===== config.mk =====
export PLATFORM = sky130hd
export DESIGN_NAME = pin_ctrl_kl
export DESIGN_NICKNAME = d
export VERILOG_FILES = /design/src/verilog/pin_ctrl_pkg.sv /design/src/verilog/pin_ctrl_kl.sv
export SDC_FILE = /design/constraint.sdc
export NUM_CORES = 1
export LEC_CHECK = 0
export BUFFER_PORTS_ARGS = -buffer_cell sky130_fd_sc_hd__buf_4
export CORE_MARGIN = 2
export CORE_UTILIZATION = 36
export CTS_CLUSTER_DIAMETER = 100
export DETAILED_ROUTE_END_ITERATION = 8
export GPL_TIMING_DRIVEN = 0
export PLACE_DENSITY = 0.7
export RECOVER_POWER = 25
export SLEW_MARGIN = 15
export SYNTH_ARGS = -nofsm -noshare
export SYNTH_HDL_FRONTEND = slang
export SYNTH_SLANG_ARGS = --single-unit

===== constraint.sdc =====
create_clock -name clk_i -period 1.77 [get_ports clk_i]
set_input_delay 0 -clock clk_i [delete_from_list [all_inputs] [get_ports clk_i]]
set_output_delay 0 -clock clk_i [all_outputs]
set_load 0.02 [all_outputs]

===== src/verilog/pin_ctrl_pkg.sv =====
// Purpose: Constants for the port K/L pin control block.
// Assumes: Classic Wishbone slave, 32-bit data, byte addresses.
// Notes: Port K registers sit in a second window of the same slave.
package pin_ctrl_pkg;
    localparam int ADDR_W = 8;
    localparam int L_PINS = 8;
    localparam int K_PINS = 5;
    // Port L register offsets.
    localparam logic [7:0] OFS_L_DATA = 8'h00;
    localparam logic [7:0] OFS_L_OE = 8'h04;
    localparam logic [7:0] OFS_L_FS1 = 8'h08;
    localparam logic [7:0] OFS_L_FS2 = 8'h0C;
    localparam logic [7:0] OFS_L_FS3 = 8'h10;
    localparam logic [7:0] OFS_L_FS4 = 8'h14;
    localparam logic [7:0] OFS_L_FS5 = 8'h18;
    localparam logic [7:0] OFS_L_FS6 = 8'h1C;
    localparam logic [7:0] OFS_L_OD = 8'h28;
    localparam logic [7:0] OFS_L_PU = 8'h2C;
    localparam logic [7:0] OFS_L_PD = 8'h30;
    localparam logic [7:0] OFS_L_IE = 8'h38;
    // Port K register offsets, placed in the upper window.
    localparam logic [7:0] OFS_K_FS3 = 8'h50;
    localparam logic [7:0] OFS_K_FS4 = 8'h54;
    localparam logic [7:0] OFS_K_OD = 8'h68;
    localparam logic [7:0] OFS_K_PU = 8'h6C;
    localparam logic [7:0] OFS_K_PD = 8'h70;
    localparam logic [7:0] OFS_K_IE = 8'h78;
    // Implemented-bit masks.
    localparam logic [7:0] MASK_L_ALL = 8'hFF;
    localparam logic [7:0] MASK_L_LOW4 = 8'h0F;
    localparam logic [7:0] MASK_L_FS5 = 8'h0E;
    localparam logic [7:0] MASK_L_FS6 = 8'h08;
    localparam logic [4:0] MASK_K_ALL = 5'h1F;
    localparam logic [4:0] MASK_K_FS3 = 5'h1E;
    localparam logic [4:0] MASK_K_FS4 = 5'h02;
    localparam logic [7:0] RST_L = 8'h00;
    localparam logic [4:0] RST_K = 5'h00;
    localparam logic [31:0] READ_UNMAPPED = 32'h0000_0000;
endpackage : pin_ctrl_pkg

===== src/verilog/pin_ctrl_kl.sv =====
// Purpose: Pin control for eight-pin port L and the later port K controls.
// Assumes: Classic Wishbone slave; pin inputs synchronous to clk_i.
// Notes: Alternate-function routing is a priority mux per pin.
// Operation
// - L select one routes Ethernet receive pins
// - L select two routes PWM, emergency, interrupt
// - L select three bits 3..0 only
// - L select four timer B, DAC, ADC triggers
// - L select five bits 3..1 serial two
// - L select six bit 3 clear-to-send
// - K select three bits 4..1, SIO, interrupt
// - K select four bit 1 timer B six
// - L data register drives general outputs
// - Output-control bit enables pin driver
// - Open-drain bit drives low only
// - Pull-up bit enables internal pull-up
// - Pull-down bit enables internal pull-down
// - Input bit passes pin level inward
// - Bits above implemented pins read zero
// - All registers reset to zero
// - L data, control, selects at fixed offsets
// - L open-drain, pulls, input at offsets
// - K pin zero serves USB pull-up control
//
// Chosen here: register access over Wishbone.
`timescale 1ns/1ps
module pin_ctrl_kl
    import pin_ctrl_pkg::*;
#(
    parameter int NL = pin_ctrl_pkg::L_PINS,
    parameter int NK = pin_ctrl_pkg::K_PINS
)
(
    // Clock and reset.
    input wire logic clk_i,
    input wire logic rst_i,
    // Wishbone slave.
    input wire logic wb_cyc_i,
    input wire logic wb_stb_i,
    input wire logic wb_we_i,
    input wire logic [pin_ctrl_pkg::ADDR_W-1:0] wb_adr_i,
    input wire logic [3:0] wb_sel_i,
    input wire logic [31:0] wb_dat_i,
    output logic [31:0] wb_dat_o,
    output logic wb_ack_o,
    // Port L pins.
    input wire logic [7:0] l_pin_i,
    output logic [7:0] l_pin_o,
    output logic [7:0] l_pin_oe_o,
    output logic [7:0] l_pullup_o,
    output logic [7:0] l_pulldown_o,
    // Port K pins (only the later controls are held here).
    input wire logic [4:0] k_pin_i,
    input wire logic [4:0] k_data_i,
    input wire logic [4:0] k_oe_i,
    input wire logic usb_dev_active_i,
    output logic [4:0] k_pin_o,
    output logic [4:0] k_pin_oe_o,
    output logic [4:0] k_pullup_o,
    output logic [4:0] k_pulldown_o,
    output logic [4:0] k_in_o,
    // Port L peripheral inputs (pin to peripheral).
    output logic [3:0] eth_receive_data_o,
    output logic eth_receive_error_o,
    output logic eth_receive_valid_o,
    output logic eth_carrier_sense_o,
    output logic eth_receive_clock_o,
    output logic motor_emergency_in_o,
    output logic ext_interrupt_two_o,
    output logic gate_emergency_in_o,
    output logic motor_timer_in_o,
    output logic motor_timerb_in_o,
    output logic dac_trigger_in_o,
    output logic adc_unit_a_trigger_o,
    output logic serial2_receive_o,
    output logic serial2_clear_to_send_o,
    output logic serial2_clock_in_o,
    // Port L peripheral outputs (peripheral to pin), order U X V Y W Z.
    input wire logic [5:0] motor_phase_i,
    input wire logic motor_timer_out_a_i,
    input wire logic motor_timer_out_b_i,
    input wire logic motor_timerb_out_i,
    input wire logic serial2_transmit_i,
    input wire logic serial2_clock_i,
    input wire logic serial2_clock_oe_i,
    // Port K peripherals.
    input wire logic sio0_clock_i,
    input wire logic sio0_clock_oe_i,
    input wire logic sio0_out_or_i2c_data_i,
    input wire logic sio0_out_or_i2c_data_oe_i,
    input wire logic sio0_in_or_i2c_clock_i,
    input wire logic sio0_in_or_i2c_clock_oe_i,
    input wire logic timerb6_output_i,
    input wire logic usb_dev_pullup_ctrl_i,
    output logic sio0_clock_o,
    output logic sio0_in_or_i2c_clock_o,
    output logic sio0_out_or_i2c_data_o,
    output logic ext_interrupt_eight_o,
    output logic ext_interrupt_d_o
);
    import pin_ctrl_pkg::*;

    // ==========================================================
    // Registers
    // ==========================================================
    logic [7:0] l_data_q, l_oe_q, l_fs1_q, l_fs2_q, l_fs3_q, l_fs4_q;
    logic [7:0] l_fs5_q, l_fs6_q, l_od_q, l_pu_q, l_pd_q, l_ie_q;
    logic [4:0] k_fs3_q, k_fs4_q, k_od_q, k_pu_q, k_pd_q, k_ie_q;
    logic ack_q;
    logic [31:0] rdata_q;
    logic req;
    logic wr;
    logic [7:0] wb0;
    logic [7:0] l_in;
    logic [4:0] k_in;

    assign req = wb_cyc_i && wb_stb_i && !ack_q;
    assign wr = req && wb_we_i && wb_sel_i[0];
    assign wb0 = wb_dat_i[7:0];

    // Registers answer one cycle after the request; ack drops a cycle later.
    always_ff @(posedge clk_i)
    begin
        if (rst_i)
        begin
            ack_q <= 1'b0;
        end
        else
        begin
            ack_q <= req;
        end
    end
    assign wb_ack_o = ack_q;

    // Write decode; only byte lane 0 carries implemented bits.
    always_ff @(posedge clk_i)
    begin
        if (rst_i)
        begin
            l_data_q <= RST_L;
            l_oe_q <= RST_L;
            l_fs1_q <= RST_L;
            l_fs2_q <= RST_L;
            l_fs3_q <= RST_L;
            l_fs4_q <= RST_L;
            l_fs5_q <= RST_L;
            l_fs6_q <= RST_L;
            l_od_q <= RST_L;
            l_pu_q <= RST_L;
            l_pd_q <= RST_L;
            l_ie_q <= RST_L;
            k_fs3_q <= RST_K;
            k_fs4_q <= RST_K;
            k_od_q <= RST_K;
            k_pu_q <= RST_K;
            k_pd_q <= RST_K;
            k_ie_q <= RST_K;
        end
        else if (wr)
        begin
            unique case (wb_adr_i)
                OFS_L_DATA: l_data_q <= wb0 & MASK_L_ALL;
                OFS_L_OE: l_oe_q <= wb0 & MASK_L_ALL;
                OFS_L_FS1: l_fs1_q <= wb0 & MASK_L_ALL;
                OFS_L_FS2: l_fs2_q <= wb0 & MASK_L_ALL;
                OFS_L_FS3: l_fs3_q <= wb0 & MASK_L_LOW4;
                OFS_L_FS4: l_fs4_q <= wb0 & MASK_L_LOW4;
                OFS_L_FS5: l_fs5_q <= wb0 & MASK_L_FS5;
                OFS_L_FS6: l_fs6_q <= wb0 & MASK_L_FS6;
                OFS_L_OD: l_od_q <= wb0 & MASK_L_ALL;
                OFS_L_PU: l_pu_q <= wb0 & MASK_L_ALL;
                OFS_L_PD: l_pd_q <= wb0 & MASK_L_ALL;
                OFS_L_IE: l_ie_q <= wb0 & MASK_L_ALL;
                OFS_K_FS3: k_fs3_q <= wb0[4:0] & MASK_K_FS3;
                OFS_K_FS4: k_fs4_q <= wb0[4:0] & MASK_K_FS4;
                OFS_K_OD: k_od_q <= wb0[4:0] & MASK_K_ALL;
                OFS_K_PU: k_pu_q <= wb0[4:0] & MASK_K_ALL;
                OFS_K_PD: k_pd_q <= wb0[4:0] & MASK_K_ALL;
                OFS_K_IE: k_ie_q <= wb0[4:0] & MASK_K_ALL;
                default:
                begin
                end
            endcase
        end
    end

    // ==========================================================
    // Read path
    // ==========================================================
    // Upper bits are zero-extended; reserved offsets read zero.
    always_ff @(posedge clk_i)
    begin
        if (rst_i)
        begin
            rdata_q <= READ_UNMAPPED;
        end
        else if (req)
        begin
            unique case (wb_adr_i)
                OFS_L_DATA: rdata_q <= {24'h000000, (l_data_q & ~l_ie_q) | l_in};
                OFS_L_OE: rdata_q <= {24'h000000, l_oe_q};
                OFS_L_FS1: rdata_q <= {24'h000000, l_fs1_q};
                OFS_L_FS2: rdata_q <= {24'h000000, l_fs2_q};
                OFS_L_FS3: rdata_q <= {24'h000000, l_fs3_q};
                OFS_L_FS4: rdata_q <= {24'h000000, l_fs4_q};
                OFS_L_FS5: rdata_q <= {24'h000000, l_fs5_q};
                OFS_L_FS6: rdata_q <= {24'h000000, l_fs6_q};
                OFS_L_OD: rdata_q <= {24'h000000, l_od_q};
                OFS_L_PU: rdata_q <= {24'h000000, l_pu_q};
                OFS_L_PD: rdata_q <= {24'h000000, l_pd_q};
                OFS_L_IE: rdata_q <= {24'h000000, l_ie_q};
                OFS_K_FS3: rdata_q <= {27'h0000000, k_fs3_q};
                OFS_K_FS4: rdata_q <= {27'h0000000, k_fs4_q};
                OFS_K_OD: rdata_q <= {27'h0000000, k_od_q};
                OFS_K_PU: rdata_q <= {27'h0000000, k_pu_q};
                OFS_K_PD: rdata_q <= {27'h0000000, k_pd_q};
                OFS_K_IE: rdata_q <= {27'h0000000, k_ie_q};
                default: rdata_q <= READ_UNMAPPED;
            endcase
        end
    end
    assign wb_dat_o = rdata_q;

    // ==========================================================
    // Port L pads
    // ==========================================================
    assign l_in = l_pin_i & l_ie_q;
    assign l_pullup_o = l_pu_q;
    assign l_pulldown_o = l_pd_q;

    genvar gi;
    generate
        for (gi = 0; gi < NL; gi++)
        begin : g_l
            logic drv;
            logic en;
            // Peripheral-output selections override the data register.
            always_comb
            begin
                drv = l_data_q[gi];
                en = l_oe_q[gi];
                if (gi >= 2 && l_fs2_q[gi])
                begin
                    drv = motor_phase_i[(gi >= 2) ? 7 - gi : 0];
                    en = 1'b1;
                end
                else if (gi == 3 && l_fs3_q[gi])
                begin
                    drv = motor_timer_out_a_i;
                    en = 1'b1;
                end
                else if (gi == 2 && l_fs3_q[gi])
                begin
                    drv = motor_timer_out_b_i;
                    en = 1'b1;
                end
                else if (gi == 3 && l_fs4_q[gi])
                begin
                    drv = motor_timerb_out_i;
                    en = 1'b1;
                end
                else if (gi == 2 && l_fs5_q[gi])
                begin
                    drv = serial2_transmit_i;
                    en = 1'b1;
                end
                else if (gi == 3 && l_fs5_q[gi])
                begin
                    drv = serial2_clock_i;
                    en = serial2_clock_oe_i;
                end
                // Open drain drives only a low level.
                l_pin_o[gi] = l_od_q[gi] ? 1'b0 : drv;
                l_pin_oe_o[gi] = en && !(l_od_q[gi] && drv);
            end
        end
    endgenerate

    // Pin-to-peripheral inputs gated by their select bits.
    assign eth_receive_data_o = l_in[7:4] & l_fs1_q[7:4];
    assign eth_receive_error_o = l_in[3] & l_fs1_q[3];
    assign eth_receive_valid_o = l_in[2] & l_fs1_q[2];
    assign eth_carrier_sense_o = l_in[1] & l_fs1_q[1];
    assign eth_receive_clock_o = l_in[0] & l_fs1_q[0];
    assign motor_emergency_in_o = l_in[1] & l_fs2_q[1];
    assign ext_interrupt_two_o = l_in[0] & l_fs2_q[0];
    assign gate_emergency_in_o = l_in[1] & l_fs3_q[1];
    assign motor_timer_in_o = l_in[0] & l_fs3_q[0];
    assign motor_timerb_in_o = l_in[2] & l_fs4_q[2];
    assign dac_trigger_in_o = l_in[1] & l_fs4_q[1];
    assign adc_unit_a_trigger_o = l_in[0] & l_fs4_q[0];
    assign serial2_receive_o = l_in[1] & l_fs5_q[1];
    assign serial2_clock_in_o = l_in[3] & l_fs5_q[3];
    assign serial2_clear_to_send_o = l_in[3] & l_fs6_q[3];

    // ==========================================================
    // Port K pads
    // ==========================================================
    assign k_in = k_pin_i & k_ie_q;
    assign k_in_o = k_in;
    assign k_pullup_o = k_pu_q;
    assign k_pulldown_o = k_pd_q;

    generate
        for (gi = 0; gi < NK; gi++)
        begin : g_k
            logic drv;
            logic en;
            always_comb
            begin
                drv = k_data_i[gi];
                en = k_oe_i[gi];
                if (gi == 0 && usb_dev_active_i)
                begin
                    drv = usb_dev_pullup_ctrl_i;
                    en = 1'b1;
                end
                else if (gi == 4 && k_fs3_q[gi])
                begin
                    drv = sio0_clock_i;
                    en = sio0_clock_oe_i;
                end
                else if (gi == 3 && k_fs3_q[gi])
                begin
                    drv = sio0_in_or_i2c_clock_i;
                    en = sio0_in_or_i2c_clock_oe_i;
                end
                else if (gi == 2 && k_fs3_q[gi])
                begin
                    drv = sio0_out_or_i2c_data_i;
                    en = sio0_out_or_i2c_data_oe_i;
                end
                else if (gi == 1 && k_fs4_q[gi])
                begin
                    drv = timerb6_output_i;
                    en = 1'b1;
                end
                k_pin_o[gi] = k_od_q[gi] ? 1'b0 : drv;
                k_pin_oe_o[gi] = en && !(k_od_q[gi] && drv);
            end
        end
    endgenerate

    assign sio0_clock_o = k_in[4] & k_fs3_q[4];
    assign sio0_in_or_i2c_clock_o = k_in[3] & k_fs3_q[3];
    assign sio0_out_or_i2c_data_o = k_in[2] & k_fs3_q[2];
    assign ext_interrupt_eight_o = k_in[1] & k_fs3_q[1];
    assign ext_interrupt_d_o = k_in[0] & !usb_dev_active_i;

    // ==========================================================
    // Checks
    // ==========================================================
    chk_ack_one_cycle: assert property (@(posedge clk_i) disable iff (rst_i)
        wb_ack_o |=> !wb_ack_o) else $error("ack held two cycles");
    chk_ack_follows_req: assert property (@(posedge clk_i) disable iff (rst_i)
        (wb_cyc_i && wb_stb_i && !wb_ack_o) |=> wb_ack_o) else $error("ack missing");
    chk_data_write: assert property (@(posedge clk_i) disable iff (rst_i)
        (wr && wb_adr_i == OFS_L_DATA) |=> l_data_q == $past(wb_dat_i[7:0]))
        else $error("data write lost");
    chk_fs6_bits: assert property (@(posedge clk_i) disable iff (rst_i)
        (l_fs6_q & ~MASK_L_FS6) == 8'h00) else $error("select six stray bit");
    chk_kfs4_bits: assert property (@(posedge clk_i) disable iff (rst_i)
        (k_fs4_q & ~MASK_K_FS4) == 5'h00) else $error("K select four stray bit");
    chk_upper_zero: assert property (@(posedge clk_i) disable iff (rst_i)
        wb_ack_o |-> wb_dat_o[31:8] == 24'h000000) else $error("upper bits not zero");
    chk_od_low_only: assert property (@(posedge clk_i) disable iff (rst_i)
        (l_od_q != 8'h00) |-> ((l_pin_oe_o & l_od_q & l_pin_o) == 8'h00))
        else $error("open drain drove high");
    chk_input_gate: assert property (@(posedge clk_i) disable iff (rst_i)
        (l_ie_q == 8'h00) |-> (eth_receive_data_o == 4'h0 && !serial2_receive_o))
        else $error("input passed while disabled");
    chk_reset_clear: assert property (@(posedge clk_i)
        $fell(rst_i) |-> (l_oe_q == 8'h00 && k_ie_q == 5'h00 && !wb_ack_o))
        else $error("reset left state");
    chk_oe_drive: assert property (@(posedge clk_i) disable iff (rst_i)
        (l_oe_q[0] && l_fs2_q[0] == 1'b0 && l_fs3_q[0] == 1'b0 && !l_od_q[0])
        |-> (l_pin_oe_o[0] && l_pin_o[0] == l_data_q[0])) else $error("pin 0 not driven");
endmodule : pin_ctrl_kl


==> metrics.md <==
| Metric | Value |
|---|---|
| Outcome | complete, no violations |
| CTS clk-pin slew, worst paths | ~0.07 ns |
| # DRC | 0 |
| Worst hold slack | between 0.008 and 0.009 ns |
| CP max FO | 2 |
| Hold Path Sink | l_data_q[7]$_SDFFE_PP0P_ |
| Routed WL per cell | 20.53 um |
| Slew headroom | 40.64% |
| DR vias/cell | ~5.5 |
| Most frequent cells in the layout | buf_4 (151), dfxtp_1 (108), mux2i_1 (103) |
| Worst slack, placed | -0.5871 ns |
| FF-to-FF Start | wb_ack_o$_SDFF_PP0_ |
| Antenna-violating nets left | 0 |
| Share of flip-flops with an asynchronous set or reset | 0% |
| Port buffer count | approximately 150 |
| Ys flop type | dfxtp_1 |
| First-pass GRT wire length | roughly 35,000 um |
| Die height | between 100 and 150 um |
| R2R depth | 7 |
| Int Pwr | approximately 3.7 mW |
| Sw Share | a little over a quarter |
| CTS tree | done |
| Post-route setup TNS | 0 ns |
| Critical path launch point type | flip-flop |
| Clk_skew | 0.007595 ns |
| Top cells by area, synth | dfxtp_1 (36%), mux2i_1 (17%), nor2_1 (6.2%) |
| Seq cells post-synth | 110 |
| Finished Layout Cells | roughly 1,200 |
| EDFF count, synth | 0 |
| Yosys warning count | 0 |
| Leakage power | approximately 3.0 nW |
| Final worst setup slack | roughly 0.018 ns |
| Combinational share of power | 12.1% |
| # setup viols final | 0 |
| WHS Path Cells | 3 |
| Mapped Cells | between 700 and 800 |
| Largest net degree at the start of global routing | 17 |
| Worst Setup End Kind | primary output |
| Sequential power share | around 50% |
| Maximum vdd drop | between 400 and 500 uV |
| Register area share after synthesis | 36.31% |
| Pwr dens | about 620 nW/um^2 |
| Cell Area, Synth | about 6100 um^2 |
| Skew-Pair Late Insertion Delay | about 0.36 ns |
| Clk sink count | 110 |
| Final Instance Area | roughly 8000 um^2 |
| Fin crit share | 98.97% |
| Remaining global-route overflow | 0 |
| FILL cells | about 1,600 |
| DRT iter0 DRCs | about 650 |
| Min Clock Period, post-route | roughly 1.8 ns |
| Slew at the pin closest to its max-slew limit | ~0.89 ns |
| Switching power | 1.312 mW |
| Number of global-route vias before repair | roughly 5,900 |
| Initial DRT Pass Iterations | 5 |
| R2R Path End | l_data_q[5]$_SDFFE_PP0P_ |
| Post-layout nets | a little over 1,000 |
| Total of max-cap violations | 0 |
| Hold Path Class | in -> reg |
| Routed wire length | 23,690 um |
| H-tree lvl count | 3 |
| Area share of the largest cell type after synthesis | a little over a third |
| Commonest non-fill, non-tap cell in the layout | buf_4 |
| Hold Crit Start | wb_dat_i[7] |
| Initial core utilization | a little under two fifths |
| Maximum clock rate | ~570 MHz |
| Highest cell delay on the worst timing path | roughly 0.38 ns |
| Initial antenna violation count | 0 |
| Synth cell types | 58 |
| N_diodes | 0 |
| RSZ-0062 raised after global routing | true |
| Inserted Clock Buffers | 9 |
| Avg Inst Size Synth | 8.400 um^2 |
| Slowest CP cell | dfxtp_4 |
| DP HPWL | 17,060 um |
| Placed insts | about 1,100 |
| Worst EP arrival | 1.75 ns |
| Die area | 17,900 um^2 |
| Vias | between 6,000 and 7,000 |
| P&R area growth vs syn | 32.29% |
| Final Hold Violating Endpoints | 0 |
| Final Power | between 4 and 5 mW |
| Share of layout cells above drive strength 1 | 24.41% |
| Register area | around 2200 um^2 |
| Slew Viols, Final | 0 |
| Core area | 16,520 um^2 |
| Multi-input gate area | 3627 um^2 |
| Register-to-register setup slack | approximately 0.018 ns |
| CTS max path bufs | 2 |
| Post-DP Area | between 7000 and 8000 um^2 |
| Clk root buf | clkbuf_16 |
| Clock power share | a little under two fifths |
| Data required, critical path | between 1.5 and 2 ns |
| All-layer global routing usage | 25.74% |
| Routability Congestion | around 1 |
| Crit path kind | reg -> out |
| Cell taking the most area after synthesis | dfxtp_1 |
| Post-layout util | about 50% |
| Die width | approximately 130 um |
| CP Cell Sequence | mux2i_1 -> o21ai_1 -> mux2_4 -> mux2i_4 -> a2bb2oi_2 -> buf_6 |
| Io pins | between 200 and 250 |
| FP Rows | 47 |
## worst max-delay path: cells and delay by family (launching register included)
| kind | cells | cell delay (ns) |
|---|---|---|
| DFF | 1 | 0.38 |
| AOI/OAI and AO/OA | 2 | 0.23 |
| muxes | 3 | 0.65 |
| buffers and inverters | 1 | 0.13 |
## layer usage
metal,vias to the layer above,track usage (%),part of all wire (%)
met5,-,0,0
met4,0,10.64,3.4
met3,57,7.181,11
met2,377,39.74,44
met1,2991,33.90,41
li1,2931,-,-
## layout make-up
cell class | instances | share of cell area [%]
multi-input combinational | 554 | 45.21
sequential | 110 | 27.51
timing repair buffer | 175 | 15.33
buffer | 69 | 4.679
tap | 220 | 3.431
clock buffer | 13 | 3.119
inverter | 10 | 0.4679
clock inverter | 3 | 0.2495
## power groups by stage
| stage | clock, mW | combinational [mW] | sequential [mW] |
|---|---|---|---|
| 2_1_floorplan | 0 | 0.305 | 2.53 |
| 3_3_place_gp | 0 | 0.570 | 2.53 |
| 3_5_place_dp | 0 | 0.573 | 2.53 |
| 4_1_cts | 1.93 | 0.583 | 2.47 |
| 5_1_grt | 2.03 | 0.626 | 2.47 |
| 6_report | 1.91 | 0.602 | 2.47 |
## cell usage after synthesis, types with 3 or more instances
library cell	number
dfxtp_1	110
mux2i_1	104
nor2_1	100
nand2_1	65
o21ai_0	46
a21oi_1	43
clkbuf_1	37
buf_4	24
and3_1	23
nand3_1	15
a22oi_1	11
mux2_2	11
inv_1	10
nor2b_1	10
and2_1	8
buf_2	8
a32oi_1	7
nor3_1	7
nor4_1	7
o22a_1	6
a211oi_1	4
nor2_2	4
nor2_4	4
a2111oi_0	3
a31oi_1	3
nor3_4	3
o211ai_1	3
o21a_1	3
o32ai_1	3
or3_1	3
## worst max path at each step
stage,from,endpoint,slack [ns],depth (start not counted)
after floorplan,wb_ack_o$_SDFF_PP0_,k_pullup_o[0]$_SDFFE_PP0P_,-0.02,6
after global placement,wb_adr_i[4],l_data_q[1]$_SDFFE_PP0P_,-0.54,8
after detailed placement,wb_adr_i[4],l_data_q[1]$_SDFFE_PP0P_,-0.59,8
after CTS,l_fs5_q[3]$_SDFFE_PP0P_,l_pin_oe_o[3],-0.04,6
after global routing,wb_ack_o$_SDFF_PP0_,l_data_q[7]$_SDFFE_PP0P_,-0.05,7
final,l_fs5_q[3]$_SDFFE_PP0P_,l_pin_oe_o[3],0.02,6
## kinds of logic after synthesis
group           after synthesis  share of synthesized area, %
compound gates              147                         14.94
buf+inv                      81                         6.664
flops                       110                         36.31
mux                         116                         19.58
other cells                   1                       0.06183
simple gates                267                         22.45
## what timing repair did
action / 4_1_cts / 5_1_grt
gates resized for setup: 12 / 32
hold endpoints to repair: 14 / 0
pin swaps: 8 / 4
buffers inserted: 18 / 6
endpoints found under the setup margin: 110 / 85
hold buffers: 4 / 0
## state kept, by name, summed over array words and instances, names as in the netlist, 8 cells and up
name          count
l_pullup_o        8
l_pulldown_o      8
l_ie_q            8
l_fs2_q           8
wb_dat_o          8
l_od_q            8
l_data_q          8
l_oe_q            8
l_fs1_q           8
No activity file was read; power rests on OpenSTA's default activity.
